[config.mk]
export PLATFORM = sky130hd
export DESIGN_NAME = ssp_port
export DESIGN_NICKNAME = d
export VERILOG_FILES = /design/src/rtl/ssp_pkg.sv /design/src/rtl/ssp_shift.sv /design/src/rtl/ssp_port.sv
export VERILOG_INCLUDE_DIRS = /design/src /design/src/rtl
export SDC_FILE = /design/constraint.sdc
export NUM_CORES = 1
export LEC_CHECK = 0
export BUFFER_PORTS_ARGS = -buffer_cell sky130_fd_sc_hd__buf_2
export CAP_MARGIN = 20
export CELL_PAD_IN_SITES_DETAIL_PLACEMENT = 1
export CELL_PAD_IN_SITES_GLOBAL_PLACEMENT = 1
export CORE_ASPECT_RATIO = 1.4
export CORE_MARGIN = 2
export CORE_UTILIZATION = 40
export DETAILED_ROUTE_END_ITERATION = 12
export PLACE_DENSITY = 0.85
export SLEW_MARGIN = 25
export SYNTH_ARGS = -nofsm -noshare
export SYNTH_HDL_FRONTEND = slang
export SYNTH_SLANG_ARGS = --single-unit
[constraint.sdc]
create_clock -name clk_i -period 2.85 [get_ports clk_i]
set_input_delay 0.285 -clock clk_i [delete_from_list [all_inputs] [get_ports clk_i]]
set_output_delay 0.285 -clock clk_i [all_outputs]
set_load 0.005 [all_outputs]
[src/rtl/ssp_map.svh]
// Register offsets, field positions, reset values and clock counts
// for the synchronous serial port. Included by bare name.
`ifndef SSP_MAP_SVH
`define SSP_MAP_SVH

// ****************************************
// Register byte offsets
// ****************************************
`define SSP_OFS_BUF   6'h00
`define SSP_OFS_CON1  6'h04
`define SSP_OFS_STAT  6'h08
`define SSP_OFS_ADDR  6'h0C
`define SSP_OFS_CON2  6'h10
`define SSP_OFS_IRQF  6'h14
`define SSP_OFS_IRQE  6'h18
`define SSP_OFS_IRQP  6'h1C
`define SSP_OFS_AUX   6'h20

// ****************************************
// Field positions and values
// ****************************************
`define SSP_IRQ_BIT   3
`define SSP_RXONLY    0
`define SSP_GCALL     7
`define SSP_STAT_WMSK 8'hC0
`define SSP_M_SLV_SS  4'h4
`define SSP_M_SLV_NSS 4'h5
`define SSP_M_I2C_M   4'h8
`define SSP_M_I2C_FW  4'hB
`define SSP_ADDR10    5'h1E
`define SSP_RST_BYTE  8'h00

// ****************************************
// Master half-period counts in clk cycles
// ****************************************
`define SSP_HALF_DIV4  8'h02
`define SSP_HALF_DIV16 8'h08
`define SSP_HALF_DIV64 8'h20

`endif

[src/rtl/ssp_pkg.sv]
// Types shared by the synchronous serial port files.
// Assumes nothing of its surroundings.
package ssp_pkg;

  // ****************************************
  // Control register one layout
  // ****************************************
  typedef struct packed {
    logic       write_collision_flag;   // Write collision
    logic       ovf;    // Receive overflow
    logic       en;     // Port enable
    logic       clock_idle_polarity;    // Clock idle polarity
    logic [3:0] mode;   // Port mode field
  } ssp_ctl_type;

  // ****************************************
  // Status register layout
  // ****************************************
  typedef struct packed {
    logic input_sample_phase;    // Sample phase / slew off
    logic cke;    // Clock edge / smbus levels
    logic d_a;    // Data (1) or address (0)
    logic stop;   // Stop seen last
    logic start;  // Start seen last
    logic rw;     // Read/write of last address
    logic ua;     // Update address
    logic bf;     // Receive buffer full
  } ssp_sta_type;

endpackage : ssp_pkg

[src/rtl/ssp_shift.sv]
// Eight-bit shift engine with bit counter, MSB first.
// Assumes sample and drive strobes are one-cycle pulses on clk_i.
`timescale 1ns/100ps

module ssp_shift #(
  parameter int WIDTH = 8                 // Bits per byte
) (
  input  wire logic             clk_i,    // Device clock
  input  wire logic             rst_i,    // Sync reset, high
  input  wire logic             clear_i,  // Abort and zero count
  input  wire logic             load_i,   // Load new byte
  input  wire logic [WIDTH-1:0] data_i,   // Byte to load
  input  wire logic             sample_i, // Shift in one bit
  input  wire logic             drive_i,  // Present next bit
  input  wire logic             sdi_i,    // Serial data in
  output logic      [WIDTH-1:0] shreg_o,  // Shift register
  output logic      [2:0]       count_o,  // Bits taken so far
  output logic                  done_o,   // Byte complete pulse
  output logic                  sdo_o     // Bit on data out
);

  // ****************************************
  // Shift, count and output bit
  // ****************************************
  // Load wins over clear: a byte written while deselected must survive
  always_ff @(posedge clk_i) begin
    done_o <= 1'b0;
    if (rst_i) begin
      shreg_o <= {WIDTH{1'b0}};
      count_o <= 3'h0;
      sdo_o   <= 1'b0;
    end else if (load_i) begin
      shreg_o <= data_i;
      sdo_o   <= data_i[WIDTH-1];
      count_o <= 3'h0;
    end else if (clear_i) begin
      // Abort drops the half byte; top bit stays ready on data out
      count_o <= 3'h0;
      sdo_o   <= shreg_o[WIDTH-1];
    end else begin
      // Drive edge shows the new top bit
      if (drive_i) begin
        sdo_o <= shreg_o[WIDTH-1];
      end
      if (sample_i) begin
        shreg_o <= {shreg_o[WIDTH-2:0], sdi_i};
        count_o <= count_o + 3'h1;
        done_o  <= (count_o == 3'(WIDTH - 1));
      end
    end
  end

endmodule : ssp_shift

[src/rtl/ssp_port.sv]
// Synchronous serial port: SPI master/slave and I2C receive path
// behind a classic Wishbone slave. Assumes all pins are already
// synchronous to clk_i; the bench resolves the data pin from sdo_oe_o.
//
// Decided for this implementation: the register offsets and the Wishbone register port.
`timescale 1ns/100ps
`include "ssp_map.svh"

module ssp_port (
  input  wire logic        clk_i,          // Device clock
  input  wire logic        rst_i,          // Sync reset, high
  input  wire logic [5:0]  adr_i,          // Byte address
  input  wire logic [31:0] dat_i,          // Write data
  input  wire logic [3:0]  sel_i,          // Byte lanes
  input  wire logic        we_i,           // Write
  input  wire logic        cyc_i,          // Bus cycle
  input  wire logic        stb_i,          // Strobe
  output logic      [31:0] dat_o,          // Read data
  output logic             ack_o,          // Acknowledge
  input  wire logic        sleep_i,        // Device asleep
  input  wire logic        tmr_tick_i,     // Timer clock pulse
  input  wire logic        sck_i,          // Serial clock / SCL in
  input  wire logic        sdi_i,          // Serial data / SDA in
  input  wire logic        ss_n_i,         // Slave select, low
  output logic             sdo_o,          // Serial data out
  output logic             sdo_oe_o,       // Data out enable
  output logic             sck_o,          // Master clock out
  output logic             sck_oe_o,       // Clock out enable
  output logic      [6:0]  baud_reload_o,  // Rate reload value
  output logic             slew_off_o,     // Slew control off
  output logic             smbus_lvl_o,    // Bus input levels
  output logic             wake_o          // Wake request
);

  // ****************************************
  // Registers
  // ****************************************
  ssp_pkg::ssp_ctl_type ctl_q;    // Control one
  ssp_pkg::ssp_sta_type sta_q;    // Status
  logic [7:0] buf_q;              // Transmit/receive buffer
  logic [7:0] addr_q;             // Address / baud register
  logic [7:0] con2_q;             // Control two
  logic [7:0] irqf_q;             // Irq flags
  logic [7:0] irqe_q;             // Irq enables
  logic [7:0] irqp_q;             // Irq priorities
  logic [7:0] aux_q;              // Pin options
  logic       mst_run_q;          // Master transfer running
  logic [7:0] div_q;              // Master divider
  logic       sck_q;              // Master clock level
  logic       sck_p_q;            // Previous clock level
  logic       sda_p_q;            // Previous I2C data level
  logic       frame_q;            // Inside I2C frame
  logic       first_q;            // Next I2C byte is address
  logic       match_q;            // Address matched

  // ****************************************
  // Engine wires
  // ****************************************
  logic [7:0] shreg;              // Shift contents
  logic [2:0] bit_cnt;            // Bit counter
  logic       done;               // Byte complete
  logic       sdo_bit;            // Engine data bit

  // ****************************************
  // Mode decode
  // ****************************************
  wire [3:0] mode     = ctl_q.mode;
  wire       en       = ctl_q.en;
  wire       spi_mst  = en && (mode[3:2] == 2'b00);
  wire       ss_ctl   = en && (mode == `SSP_M_SLV_SS);
  wire       spi_slv  = ss_ctl || (en && (mode == `SSP_M_SLV_NSS));
  wire       i2c      = en && !spi_mst && !spi_slv;
  wire       i2c_mst  = (mode == `SSP_M_I2C_M) || (mode == `SSP_M_I2C_FW);
  wire       addr10   = mode[0];
  wire       ss_off   = ss_ctl && ss_n_i;
  wire       rx_only  = aux_q[`SSP_RXONLY];

  // ****************************************
  // Clock edge decode
  // ****************************************
  wire       sck_in   = spi_mst ? sck_q : sck_i;
  wire       rise     = sck_in && !sck_p_q;
  wire       fall     = !sck_in && sck_p_q;
  wire       act_e    = ctl_q.clock_idle_polarity ? fall : rise;
  wire       idle_e   = ctl_q.clock_idle_polarity ? rise : fall;
  // select low lets the slave shift; sleep parks the master
  wire       spi_go   = (mst_run_q && !sleep_i) || (spi_slv && !ss_off);
  wire       spi_smp  = spi_go && (sta_q.cke ? act_e : idle_e);
  wire       spi_drv  = spi_go && (sta_q.cke ? idle_e : act_e);

  // ****************************************
  // I2C conditions, sampled while SCL high
  // ****************************************
  wire       start_e  = i2c && sck_i && sck_p_q && sda_p_q && !sdi_i;
  wire       stop_e   = i2c && sck_i && sck_p_q && !sda_p_q && sdi_i;
  wire       i2c_smp  = i2c && frame_q && rise;
  wire       ss_irq   = mode[3] && mode[2] && (start_e || stop_e);
  // own address, general call or 10-bit header
  wire       own_hit  = addr10 ? (shreg[7:3] == `SSP_ADDR10)
                                : (shreg[7:1] == addr_q[7:1]);
  wire       gcall    = con2_q[`SSP_GCALL] && (shreg == `SSP_RST_BYTE);
  wire       i2c_keep = i2c_mst || (first_q ? (own_hit || gcall) : match_q);

  // ****************************************
  // Bus decode
  // ****************************************
  wire       req      = cyc_i && stb_i;
  wire       fire     = req && ack_o;
  wire       wr       = fire && we_i && sel_i[0];
  wire       rd       = fire && !we_i;
  wire       wr_buf   = wr && (adr_i == `SSP_OFS_BUF);
  wire       wr_con1  = wr && (adr_i == `SSP_OFS_CON1);
  wire       wr_stat  = wr && (adr_i == `SSP_OFS_STAT);
  wire       wr_irqf  = wr && (adr_i == `SSP_OFS_IRQF);
  wire       rd_buf   = rd && (adr_i == `SSP_OFS_BUF);
  wire [7:0] wbyte    = dat_i[7:0];
  wire       busy     = mst_run_q || (bit_cnt != 3'h0);
  wire       buf_ok   = wr_buf && !busy;
  wire       collide  = wr_buf && busy;
  wire       got_byte = done && (spi_mst || spi_slv || i2c_keep);
  wire       ovf_hit  = got_byte && sta_q.bf;
  // select high or disable clears the counter
  wire       eng_clr  = !en || ss_off || start_e || stop_e;

  // ****************************************
  // Read data mux
  // ****************************************
  logic [7:0] rdata;
  always_comb begin
    unique case (adr_i)
      `SSP_OFS_BUF:  rdata = buf_q;
      `SSP_OFS_CON1: rdata = ctl_q;
      `SSP_OFS_STAT: rdata = sta_q;
      `SSP_OFS_ADDR: rdata = addr_q;
      `SSP_OFS_CON2: rdata = con2_q;
      `SSP_OFS_IRQF: rdata = irqf_q;
      `SSP_OFS_IRQE: rdata = irqe_q;
      `SSP_OFS_IRQP: rdata = irqp_q;
      `SSP_OFS_AUX:  rdata = aux_q;
      default:       rdata = 8'h00;
    endcase
  end

  // ****************************************
  // Shift engine
  // ****************************************
  // accepted write loads shift and buffer together
  ssp_shift #(
    .WIDTH (8)
  ) u_shift (
    .clk_i    (clk_i),
    .rst_i    (rst_i),
    .clear_i  (eng_clr),
    .load_i   (buf_ok),
    .data_i   (wbyte),
    .sample_i (spi_smp || i2c_smp),
    .drive_i  (spi_drv),
    .sdi_i    (sdi_i),
    .shreg_o  (shreg),
    .count_o  (bit_cnt),
    .done_o   (done),
    .sdo_o    (sdo_bit)
  );

  // ****************************************
  // Wishbone answer, one cycle after request
  // ****************************************
  always_ff @(posedge clk_i) begin
    if (rst_i) begin
      ack_o <= 1'b0;
      dat_o <= 32'h0000_0000;
    end else begin
      ack_o <= req && !ack_o;
      dat_o <= {24'h00_0000, rdata};
    end
  end

  // ****************************************
  // Software registers
  // ****************************************
  // reset leaves the port disabled
  always_ff @(posedge clk_i) begin
    if (rst_i) begin
      addr_q <= `SSP_RST_BYTE;
      con2_q <= `SSP_RST_BYTE;
      irqe_q <= `SSP_RST_BYTE;
      irqp_q <= `SSP_RST_BYTE;
      aux_q  <= `SSP_RST_BYTE;
    end else if (wr) begin
      if (adr_i == `SSP_OFS_ADDR) addr_q <= wbyte;
      if (adr_i == `SSP_OFS_CON2) con2_q <= wbyte;
      if (adr_i == `SSP_OFS_IRQE) irqe_q <= wbyte;
      if (adr_i == `SSP_OFS_IRQP) irqp_q <= wbyte;
      if (adr_i == `SSP_OFS_AUX)  aux_q  <= wbyte;
    end
  end

  // ****************************************
  // Control one; hardware sets win
  // ****************************************
  always_ff @(posedge clk_i) begin
    if (rst_i) begin
      ctl_q <= `SSP_RST_BYTE;
    end else begin
      if (wr_con1) ctl_q <= wbyte;
      if (collide) ctl_q.write_collision_flag <= 1'b1;
      if (ovf_hit) ctl_q.ovf  <= 1'b1;
    end
  end

  // ****************************************
  // Buffer and irq flag
  // ****************************************
  // finished byte moves in, flag set
  // an unread byte is kept and overflow reported instead
  always_ff @(posedge clk_i) begin
    if (rst_i) begin
      buf_q  <= `SSP_RST_BYTE;
      irqf_q <= `SSP_RST_BYTE;
    end else begin
      if (buf_ok) buf_q <= wbyte;
      if (got_byte && !sta_q.bf) buf_q <= shreg;
      if (wr_irqf) irqf_q <= wbyte;
      if (got_byte || ss_irq) irqf_q[`SSP_IRQ_BIT] <= 1'b1;
    end
  end

  // ****************************************
  // Status register
  // ****************************************
  // only the top two bits take writes
  always_ff @(posedge clk_i) begin
    if (rst_i || !en) begin
      sta_q <= `SSP_RST_BYTE;
      if (!rst_i) sta_q[7:6] <= sta_q[7:6];
    end else begin
      if (wr_stat) begin
        sta_q[7:6] <= wbyte[7:6];
      end
      if (rd_buf) sta_q.bf <= 1'b0;
      if (got_byte) sta_q.bf <= 1'b1;
      if (start_e) begin
        sta_q.start <= 1'b1;
        sta_q.stop  <= 1'b0;
      end
      if (stop_e) begin
        sta_q.start <= 1'b0;
        sta_q.stop  <= 1'b1;
      end
      // address or data; left alone in master
      if (i2c && !i2c_mst && got_byte) begin
        sta_q.d_a <= !first_q;
        if (first_q) sta_q.rw <= shreg[0];
        if (first_q) sta_q.ua <= addr10;
      end
    end
  end

  // ****************************************
  // I2C frame tracking
  // ****************************************
  always_ff @(posedge clk_i) begin
    if (rst_i || !i2c) begin
      frame_q <= 1'b0;
      first_q <= 1'b0;
      match_q <= 1'b0;
    end else begin
      if (start_e) begin
        frame_q <= 1'b1;
        first_q <= 1'b1;
        match_q <= 1'b0;
      end else if (stop_e) begin
        frame_q <= 1'b0;
      end else if (done) begin
        first_q <= 1'b0;
        if (first_q) match_q <= own_hit || gcall;
      end
    end
  end

  // ****************************************
  // Master clock generator
  // ****************************************
  // Divider only counts while running and awake
  logic [7:0] half;
  always_comb begin
    unique case (mode[1:0])
      2'b00:   half = `SSP_HALF_DIV4;
      2'b01:   half = `SSP_HALF_DIV16;
      2'b10:   half = `SSP_HALF_DIV64;
      default: half = 8'hFF;
    endcase
  end
  wire div_end = (mode[1:0] == 2'b11) ? tmr_tick_i
                                      : (div_q == half - 8'h01);

  always_ff @(posedge clk_i) begin
    if (rst_i || !spi_mst) begin
      mst_run_q <= 1'b0;
      div_q     <= 8'h00;
      sck_q     <= 1'b0;
    end else if (!mst_run_q) begin
      mst_run_q <= buf_ok;
      div_q     <= 8'h00;
      sck_q     <= ctl_q.clock_idle_polarity;
    end else if (done) begin
      mst_run_q <= 1'b0;
    end else if (!sleep_i) begin
      // sleep holds the transfer where it is
      div_q <= div_end ? 8'h00 : div_q + 8'h01;
      if (div_end) sck_q <= !sck_q;
    end
  end

  // ****************************************
  // Edge history
  // ****************************************
  always_ff @(posedge clk_i) begin
    if (rst_i) begin
      sck_p_q <= 1'b0;
      sda_p_q <= 1'b1;
    end else begin
      // Held in master sleep so an edge pending at entry is seen on wake-up
      sck_p_q <= (spi_mst && sleep_i) ? sck_p_q : sck_in;
      sda_p_q <= sdi_i;
    end
  end

  // ****************************************
  // Pin and side outputs
  // ****************************************
  // Enable lags the select by one clock; the bench must allow it
  always_ff @(posedge clk_i) begin
    if (rst_i) begin
      sdo_oe_o      <= 1'b0;
      sck_o         <= 1'b0;
      sck_oe_o      <= 1'b0;
      baud_reload_o <= 7'h00;
      slew_off_o    <= 1'b0;
      smbus_lvl_o   <= 1'b0;
      wake_o        <= 1'b0;
    end else begin
      // drive as master, or as slave unless deselected in select mode; never when rx-only
      sdo_oe_o      <= (spi_mst || (spi_slv && !ss_off)) && !rx_only;
      sck_o         <= sck_q;
      sck_oe_o      <= spi_mst;
      baud_reload_o <= (i2c && i2c_mst) ? addr_q[6:0] : 7'h00;
      slew_off_o    <= i2c && sta_q.input_sample_phase;
      smbus_lvl_o   <= i2c && sta_q.cke;
      wake_o        <= irqf_q[`SSP_IRQ_BIT] && irqe_q[`SSP_IRQ_BIT];
    end
  end
  assign sdo_o = sdo_bit;
endmodule : ssp_port

==> results.yml, run 1 <==
worst_setup_path:
  start_kind: "register"
  cp_slowest_cell: "dfxtp_1"
  cpPeakStageDelay_ps: 450
  crit_type: "reg2reg"
  worstPathRequired_ps: 3150
  rr_worst_depth: 8
  critPathCaptureType: "register"
  crit_chain: "or2_2 > ha_1 > xnor2_1 > a2111oi_1 > mux2i_1 > nor3_2 > nand3b_2 > nor2_1"
  crit_fanout: 14
  crit_arrival_ps: 2740
routing:
  via_per_inst: 5.80
  first_pass_iters: 7
  routedWlPerCell_um: 20.6
  drc_errors: 0
  routed_wl_um: 18300
  final_antenna_net_count: 0
  drt-initial-drc-count: 361
  via_count: 5165
placed_design:
  dpl_cell_area_um2: 6160
  numPortBuffers: 47
  place_congestion: 0.870
  hpwlAfterDp_um: 12900
  dpl_worst_slack_ps: 427
min_path:
  hp-class: "in2reg"
  hold_path_depth: 3
clock_tree:
  clock_path_buffers: 2
  cts_buffers: 17
  root_buffer: "clkbuf_16"
  ctsResizeCount: 0
  clk_pin_slew_ps: 60
  hold_buffers: 0
  cts_tree: "yes"
  post_cts_buffers: 0
  htreeDepth: 4
  clock_latency_ps: 430
  cts_sinks: 122
logic_synthesis:
  synth_warnings: 0
  avgSynthCellArea_um2: 9.00
  synth_edf_count: 2
  ys.flop_type: "dfxtp_1"
  yosysSeqAreaShare_pct: 41.8
  synthCells: 655
  ys_types: 66
  ys_ff_latch: 122
  yosysTopAreaCell: "dfxtp_1"
  ys_top_cells_by_area: "dfxtp_1 (41%), mux2i_1 (12%), nor2_1 (4.6%), a21oi_1 (4.1%), buf_4 (3.3%)"
  synth_top_area_share_pct: 40.8
  netlist_area_um2: 5890
  async_reset_ff_share_pct: 0
global_routing:
  grt_antenna_before_repair: 0
  grt_pass1_wl_um: 28800
  grt_start_max_net_pins: 55
  grt_pass1_vias: 5494
  overflow: 0
  grt_usage_pct: 23.9
timing:
  tns_ps: 0
  setup_viol: 0
  holdWs_ps: 108
  slew_headroom_pct: 47.5
  rsz0062_at_grt: "no"
  layout_setup_ws_ps: 411
  finalMaxSlewViolations: 0
  hold_viol: 0
  fin_crit_ps: 2440
  worstMarginPinSlew_ps: 781
  fmax_mhz: 410
  finalCritPeriodShare_pct: 85.6
  clock_skew_ps: 9.41
pwr:
  ir_drop_uv: 374
  p_leak_nw: 2.73
  p_total_mw: 4.18
  powerDensity_nw_per_um2: 615
die:
  chipHeight_um: 148
  die_area_um2: 15700
  core_area_um2: 14400
  fp.dieW_um: 107
  start_util_pct: 40.8
  rows: 52
  pin_count: 99
flow_run:
  drv_cap: 0
layout:
  drive_gt1_share_pct: 14.7
  final_cell_area_um2: 6800
  area_delta_synth_final_pct: 15.3
  antenna_cells: 0
  final_nets: 745
run_status:
  outcome: "finished clean"
==> worst max-delay path: cells and delay by family, from the launching register on <==
family / cells / cell delay, ps
and+or+nand+nor: 4 / 900
DFF: 1 / 450
AOI/OAI and AO/OA: 1 / 370
adders and majority gates: 1 / 310
muxes: 1 / 150
xor gates and xnor gates: 1 / 130
==> metal layers <==
metal / track usage (%) / share of wire (%)
met1: 26.6 / 38
met3: 4.06 / 4.7
met4: 13.8 / 4.9
met5: 0 / 0
met2: 42.5 / 52
==> power by group <==
group	total (mW)	switching (mW)	leakage (nW)	internal [mW]
sequential	1.72	0.00442	0.987	1.71
clock	2.32	0.833	0.302	1.49
combinational	0.137	0.104	1.44	0.0337
total	4.18	0.941	2.73	3.24
==> cell usage in the layout, fill, tap and decap left out, drive strengths merged, types with 3 or more instances in the layout <==
| cell type | n |
|---|---|
| nand3 | 25 |
| nor2b | 8 |
| nor3b | 4 |
| ha | 5 |
| nand2 | 50 |
| nand4 | 8 |
| bufinv | 4 |
| inv | 19 |
| a21oi | 49 |
| nand2b | 4 |
| or2 | 3 |
| dfxtp | 120 |
| and2 | 10 |
| a22oi | 3 |
| a222oi | 5 |
| clkbuf | 18 |
| nand3b | 3 |
| buf | 56 |
| a31oi | 3 |
| o22ai | 9 |
| mux2i | 73 |
| conb | 24 |
| o21ai | 9 |
| o31ai | 10 |
| and3 | 7 |
| nor2 | 73 |
| a221o | 9 |
| nor3 | 14 |
| a211o | 7 |
| clkinv | 6 |
| xnor2 | 5 |
| xor2 | 15 |
| clkinvlp | 3 |
| nor4 | 7 |
==> path summary, 6_finish.rpt <==
kind | start | to | slack (ps)
setup / recovery | mode[0] | div_q[7] | 410
hold / removal | stb_i | ack_o | 110
setup reg to reg | mode[0] | div_q[7] | 410
hold reg to reg | ack_o | ack_o | 470
==> cells in the mapped netlist (2+ instances only) <==
| master | number |
|---|---|
| a31oi_1 | 3 |
| or2_2 | 3 |
| xnor2_1 | 5 |
| a211o_1 | 7 |
| o31ai_1 | 10 |
| a21oi_1 | 48 |
| o22a_1 | 2 |
| nor4_1 | 5 |
| nand3b_1 | 2 |
| buf_2 | 8 |
| xor2_1 | 15 |
| buf_4 | 26 |
| nor2_1 | 73 |
| buf_1 | 3 |
| nand2b_1 | 4 |
| and4_1 | 2 |
| and2_1 | 10 |
| clkbuf_1 | 27 |
| nor2b_1 | 8 |
| inv_1 | 18 |
| o211ai_1 | 2 |
| mux2i_1 | 72 |
| nand4_1 | 8 |
| and3_1 | 7 |
| a211oi_1 | 2 |
| dfxtp_1 | 120 |
| nor4_4 | 2 |
| o22ai_1 | 9 |
| o21ai_0 | 8 |
| a22oi_1 | 3 |
| a221o_1 | 9 |
| nand3_1 | 25 |
| ha_1 | 5 |
| o21a_1 | 2 |
| edfxtp_1 | 2 |
| nor3b_1 | 3 |
| nor3_1 | 13 |
| or4_1 | 2 |
| nand2_1 | 50 |
| a222oi_1 | 5 |
| a21o_1 | 2 |
==> final cells by class <==
| type | instances | area [µm²] |
|---|---|---|
| clock buffer | 18 | 439 |
| clock inverter | 14 | 196 |
| fill | 1693 | 7650 |
| inverter | 18 | 67.6 |
| multi-input combinational | 473 | 3090 |
| sequential | 122 | 2460 |
| tap | 189 | 236 |
| timing repair buffer | 56 | 303 |
==> cell families after synthesis <==
kind of cell | after synthesis | synth area share (%)
and+or+nand+nor | 225 | 19.1
AOI/OAI and AO/OA | 125 | 15.1
DFF | 122 | 41.8
buffers and inverters | 83 | 7.24
muxes | 74 | 12.7
xor gates and xnor gates | 20 | 2.97
adders and majority gates | 5 | 1.06
other | 1 | 0.0636
==> stage by stage <==
step | std cells | utilization [%]
6_report | 890 | 47.0
5_1_grt | 890 | 47.0
4_1_cts | 890 | 47.0
3_5_place_dp | 858 | 42.6
3_3_place_gp | 858 | 42.6
2_1_floorplan | 678 | -
No activity file was read; power rests on OpenSTA's default activity.
==> run 2, diff against run 1 <==
==> constraint.sdc (replaced) <==
create_clock -name clk_i -period 2.85 [get_ports clk_i]
set_input_delay 0.4275 -clock clk_i [delete_from_list [all_inputs] [get_ports clk_i]]
set_output_delay 0.4275 -clock clk_i [all_outputs]
set_load 0.005 [all_outputs]
==> run 2 against run 1 <==
Effect of this change: first-iteration DRC count rose by 6.1%; final cell count rose by 0.22%; setup slack improved by 14 ps; die area unchanged; via count about the same; core utilization about the same; worst hold slack improved by 140 ps; sequential share of layout area is essentially flat; clock skew shrank 3.9 ps.
==> results.yml, run 2 (synthesis results as in run 1) <==
routing:
  via_count: 5162
  drt-initial-drc-count: 383
  drc_errors: 0
  first_pass_iters: 6
  routed_wl_um: 18700
  final_antenna_net_count: 0
  via_per_inst: 5.79
  routedWlPerCell_um: 20.9
clock_tree:
  root_buffer: "clkbuf_16"
  htreeDepth: 4
  cts_sinks: 122
  clock_latency_ps: 420
  post_cts_buffers: 0
  ctsResizeCount: 0
  clk_pin_slew_ps: 60
  hold_buffers: 0
  clock_path_buffers: 2
  cts_buffers: 17
  cts_tree: "yes"
pwr:
  p_total_mw: 4.08
  p_leak_nw: 2.73
  powerDensity_nw_per_um2: 601
  ir_drop_uv: 289
timing:
  hold_viol: 0
  rsz0062_at_grt: "no"
  worstMarginPinSlew_ps: 765
  fmax_mhz: 412
  tns_ps: 0
  slew_headroom_pct: 48.7
  fin_crit_ps: 2430
  holdWs_ps: 252
  finalCritPeriodShare_pct: 85.1
  clock_skew_ps: 5.51
  setup_viol: 0
  finalMaxSlewViolations: 0
worst_setup_path:
  critPathTopFamily: "compound AO/OA/AOI/OAI gates"
  cpPeakStageDelay_ps: 570
  crit_type: "reg2reg"
  critPathCaptureType: "register"
  worstPathRequired_ps: 3150
  crit_buf_inv: 1
  start_kind: "register"
  cp_slowest_cell: "dfxtp_1"
  crit_arrival_ps: 2720
  crit_fanout: 11
  crit_chain: "inv_1 > o41ai_4 > a32oi_2 > o32ai_4 > a21oi_2 > a221o_1"
die:
  chipHeight_um: 148
  pin_count: 99
  start_util_pct: 40.8
  die_area_um2: 15700
  rows: 52
  fp.dieW_um: 107
  core_area_um2: 14400
layout:
  antenna_cells: 0
  finish.utilization_pct: 47.0
  area_delta_synth_final_pct: 15.2
  final_cell_mix: "dfxtp_1 (120), nor2_1 (73), mux2i_1 (72)"
  final_nets: 747
  drive_gt1_share_pct: 14.9
  final_common_cell: "dfxtp_1"
  final_cell_area_um2: 6790
global_routing:
  grt_usage_pct: 24.3
  overflow: 0
  grt_pass1_wl_um: 29500
  grt_start_max_net_pins: 52
  grt_pass1_vias: 5472
  grt_antenna_before_repair: 0
placed_design:
  dpl_cell_area_um2: 6170
  hpwlAfterDp_um: 13200
  place_congestion: 0.920
  numPortBuffers: 47
flow_run:
  drv_cap: 0
run_status:
  outcome: "finished clean"
min_path:
  hp-class: "in2reg"
run 2: cell types whose count changed in the layout (fill, tap and decap cells not counted), sizes merged:
cell / before / now
buf: 56 / 58
bufinv: 4 / 2
clkbuf: 18 / 20
clkinv: 6 / 4
inv: 19 / 21
run 2: path summary, 6_finish.rpt:
path / start / to / slack, ps / depth (start not counted)
min: stb_i / ack_o / 250 / 3
max reg2reg: mode[2] / u_shift.shreg_o[0] / 420 / 6
max: mode[2] / u_shift.shreg_o[0] / 420 / 6
min reg2reg: irqe_q[2] / irqe_q[2] / 460 / 2
run 2: routing by layer:
metal	track usage [%]	up-vias	routed length (µm)
li1	-	2351	-
met1	26.6	2567	7170
met2	43.3	187	9640
met3	4.23	57	860
met4	14.6	0	1000
met5	0	-	0
run 2: worst reg2reg max path: cells and delay by family, from the launching register on:
family          cells  cell delay, ps
buf+inv             1             200
compound gates      5            1540
flops               1             570
run 2: area by class of cell:
cell class | count | area (µm²)
repair buffers | 58 | 318
clock buffers | 20 | 478
inverters | 18 | 67.6
fillers | 1681 | 7650
multi-input cells | 473 | 3090
flip-flops and latches | 122 | 2460
well taps | 189 | 236
clock inverters | 12 | 136
run 2: power by group:
| part | switching [mW] | internal, mW | total [mW] |
|---|---|---|---|
| Clock | 0.829 | 1.39 | 2.22 |
| Combinational | 0.104 | 0.0342 | 0.139 |
| Sequential | 0.00446 | 1.71 | 1.72 |
| Total | 0.938 | 3.14 | 4.08 |
run 2: per-stage QoR:
stage / worst slack, ps / instances
3_5_place_dp: 420 / 860
5_1_grt: 314 / 892
4_1_cts: 436 / 892
2_1_floorplan: 763 / 678
6_report: 425 / 892
3_3_place_gp: 559 / 860
==> run 3, diff against run 2 <==
--- a/config.mk
+++ b/config.mk
@@ -6,6 +6,7 @@
 export SDC_FILE = /design/constraint.sdc
 export NUM_CORES = 1
 export LEC_CHECK = 0
+export ABC_AREA = 1
 export BUFFER_PORTS_ARGS = -buffer_cell sky130_fd_sc_hd__buf_2
 export CAP_MARGIN = 20
 export CELL_PAD_IN_SITES_DETAIL_PLACEMENT = 1
@@ -14,7 +15,7 @@
 export CORE_MARGIN = 2
 export CORE_UTILIZATION = 40
 export DETAILED_ROUTE_END_ITERATION = 12
-export PLACE_DENSITY = 0.85
+export PLACE_DENSITY = 0.88
 export SLEW_MARGIN = 25
 export SYNTH_ARGS = -nofsm -noshare
 export SYNTH_HDL_FRONTEND = slang
==> run 3 against run 2 <==
Effect of this change: setup slack improved by 200 ps; critical path type unchanged; register-to-register slack better by 200 ps; critical endpoint is now u_shift.shreg_o[1]; final cell count is 17% higher.
==> results.yml, run 3 <==
timing:
  hold_viol: 0
  fmax_mhz: 449
  finalMaxSlewViolations: 0
  finalCritPeriodShare_pct: 78.1
  worstMarginPinSlew_ps: 633
  tns_ps: 0
  slew_headroom_pct: 57.7
  clock_skew_ps: 8.20
  holdWs_ps: 278
  rsz0062_at_grt: "no"
  fin_crit_ps: 2220
  setup_viol: 0
clock_tree:
  root_buffer: "clkbuf_16"
  ctsResizeCount: 0
  cts_buffers: 17
  cts_sinks: 122
  clk_pin_slew_ps: 60
  hold_buffers: 0
  clock_latency_ps: 430
  cts_tree: "yes"
  post_cts_buffers: 0
  htreeDepth: 4
  clock_path_buffers: 2
layout:
  drive_gt1_share_pct: 15.1
  final_cell_mix: "nand2_1 (132), dfxtp_1 (120), nor2_1 (95)"
  fin_cells: 1040
  final_nets: 899
  antenna_cells: 0
  area_delta_synth_final_pct: 16.7
  final_common_cell: "nand2_1"
die:
  fp.dieW_um: 105
  pin_count: 99
  core_area_um2: 14000
  chipHeight_um: 146
  die_area_um2: 15300
  rows: 51
  start_util_pct: 41.0
logic_synthesis:
  synth_edf_count: 2
  synthCells: 788
  synth_warnings: 0
  synth_compound_gate_area_share_pct: 17.5
  ys.flop_type: "dfxtp_1"
  yosysTopAreaCell: "dfxtp_1"
  synth_top_family_by_area: "simple AND/OR/NAND/NOR gates"
  ys_types: 47
  avgSynthCellArea_um2: 7.27
  netlist_area_um2: 5730
  synth_top_area_share_pct: 41.9
  yosys.area_share.adder_pct: 1.09
  yosys-top-cells-count: "nand2_1 (132), dfxtp_1 (120), nor2_1 (95)"
  synth-simple-area-share_pct: 25.9
  yosysSeqAreaShare_pct: 43.0
  async_reset_ff_share_pct: 0
  synth_xor_area_share_pct: 1.38
  ys_top_cells_by_area: "dfxtp_1 (42%), nand2_1 (8.6%), a21oi_1 (6.8%), o21ai_0 (6.7%), nor2_1 (6.2%)"
  ys_ff_latch: 122
  synth_most_common_cell: "nand2_1"
  synth_mux_area_share_pct: 0
min_path:
  hp-class: "in2reg"
  hold_path_depth: 3
placed_design:
  place_inst: 1008
  place_congestion: 0.915
  hpwlAfterDp_um: 13200
  numPortBuffers: 47
worst_setup_path:
  crit_top_cell: "inv_1"
  crit_arrival_ps: 2580
  start_kind: "register"
  crit_fanout: 19
  cpPeakStageDelay_ps: 320
  crit_chain: "inv_1 > ha_1 > nand2_1 > nor2_1 > inv_1 > nor3_4 > inv_2 > nand3_2 > nand3_1 > a21oi_1"
  rr_worst_depth: 10
  worstPathRequired_ps: 3200
  cp_slowest_cell: "dfxtp_1"
  crit_type: "reg2reg"
  critPathCaptureType: "register"
routing:
  drt-initial-drc-count: 280
  via_count: 5582
  first_pass_iters: 5
  drc_errors: 0
  routedWlPerCell_um: 18.1
  routed_wl_um: 18900
  via_per_inst: 5.37
  final_antenna_net_count: 0
pwr:
  ir_drop_uv: 300
  p_leak_nw: 2.83
  powerDensity_nw_per_um2: 605
global_routing:
  grt_pass1_wl_um: 29700
  overflow: 0
  grt_antenna_before_repair: 0
  grt_usage_pct: 25.0
  grt_start_max_net_pins: 60
  grt_pass1_vias: 5804
run_status:
  outcome: "finished clean"
flow_run:
  drv_cap: 0
==> run 3: cell count changes in the layout (fill, tap and decap cells not counted), sizes merged, moves of 20 or more <==
cell   previous run  this run
a21oi            49        79
mux2i            73         0
o21ai             9        81
inv              21        99
nand3            25        45
nor2             73       106
nand2            50       140
==> run 3: critical path: cells and delay by family, from the launching register on <==
family	cells	cell delay (ps)
AO/OA/AOI/OAI	1	190
adder cells (fa/ha/maj)	1	150
buffers and inverters	3	440
flip-flops	1	320
AND/OR/NAND/NOR	5	1040
==> run 3: power by group <==
| group | total [mW] | switching, mW | leakage [nW] | internal [mW] |
|---|---|---|---|---|
| combinational | 0.121 | 0.0930 | 1.55 | 0.0276 |
| clock | 2.21 | 0.844 | 0.294 | 1.36 |
| sequential | 1.72 | 0.00262 | 0.987 | 1.71 |
| total | 4.04 | 0.940 | 2.83 | 3.10 |
==> run 3: worst paths after layout <==
path,startpoint,endpoint,slack (ps)
max,u_shift.count_o[0],u_shift.shreg_o[1],630
min,sdi_i,sda_p_q,280
min reg2reg,irqf_q[5],irqf_q[5],460
max reg2reg,u_shift.count_o[0],u_shift.shreg_o[1],630
==> run 3: stage by stage <==
| stage | worst slack (ps) | total power [mW] | utilization, % | area [µm²] |
|---|---|---|---|---|
| after detailed placement | 654 | 1.87 | 43.5 | 6080 |
| final | 625 | 4.04 | 47.8 | 6690 |
| after global routing | 483 | 4.14 | 47.8 | 6690 |
| after global placement | 747 | 1.87 | 43.5 | 6080 |
| after CTS | 684 | 4.05 | 47.8 | 6690 |
| after floorplan | 1180 | 1.84 | - | 5820 |
==> run 3: cell families (layout without fill, tap and decap cells) <==
family | count (synthesis) | count (layout)
AND/OR/NAND/NOR | 322 | 322
AO/OA/AOI/OAI | 187 | 187
XOR/XNOR | 9 | 9
other | 1 | 24
adder cells (fa/ha/maj) | 5 | 5
flip-flops | 122 | 122
buffers and inverters | 142 | 186
==> run 3: layout make-up <==
class	count	area (µm²)
clock buffer	19	464
clock inverter	13	143
fill	1797	7290
inverter	99	372
multi-input combinational	547	2720
sequential	122	2460
tap	185	231
timing repair buffer	55	295
==> run 3: routing by layer <==
metal	GRT usage [%]	part of all wire, %
met1	26.8	39
met2	44.4	51
met3	4.66	4.3
met4	16.1	6.3
met5	0	0
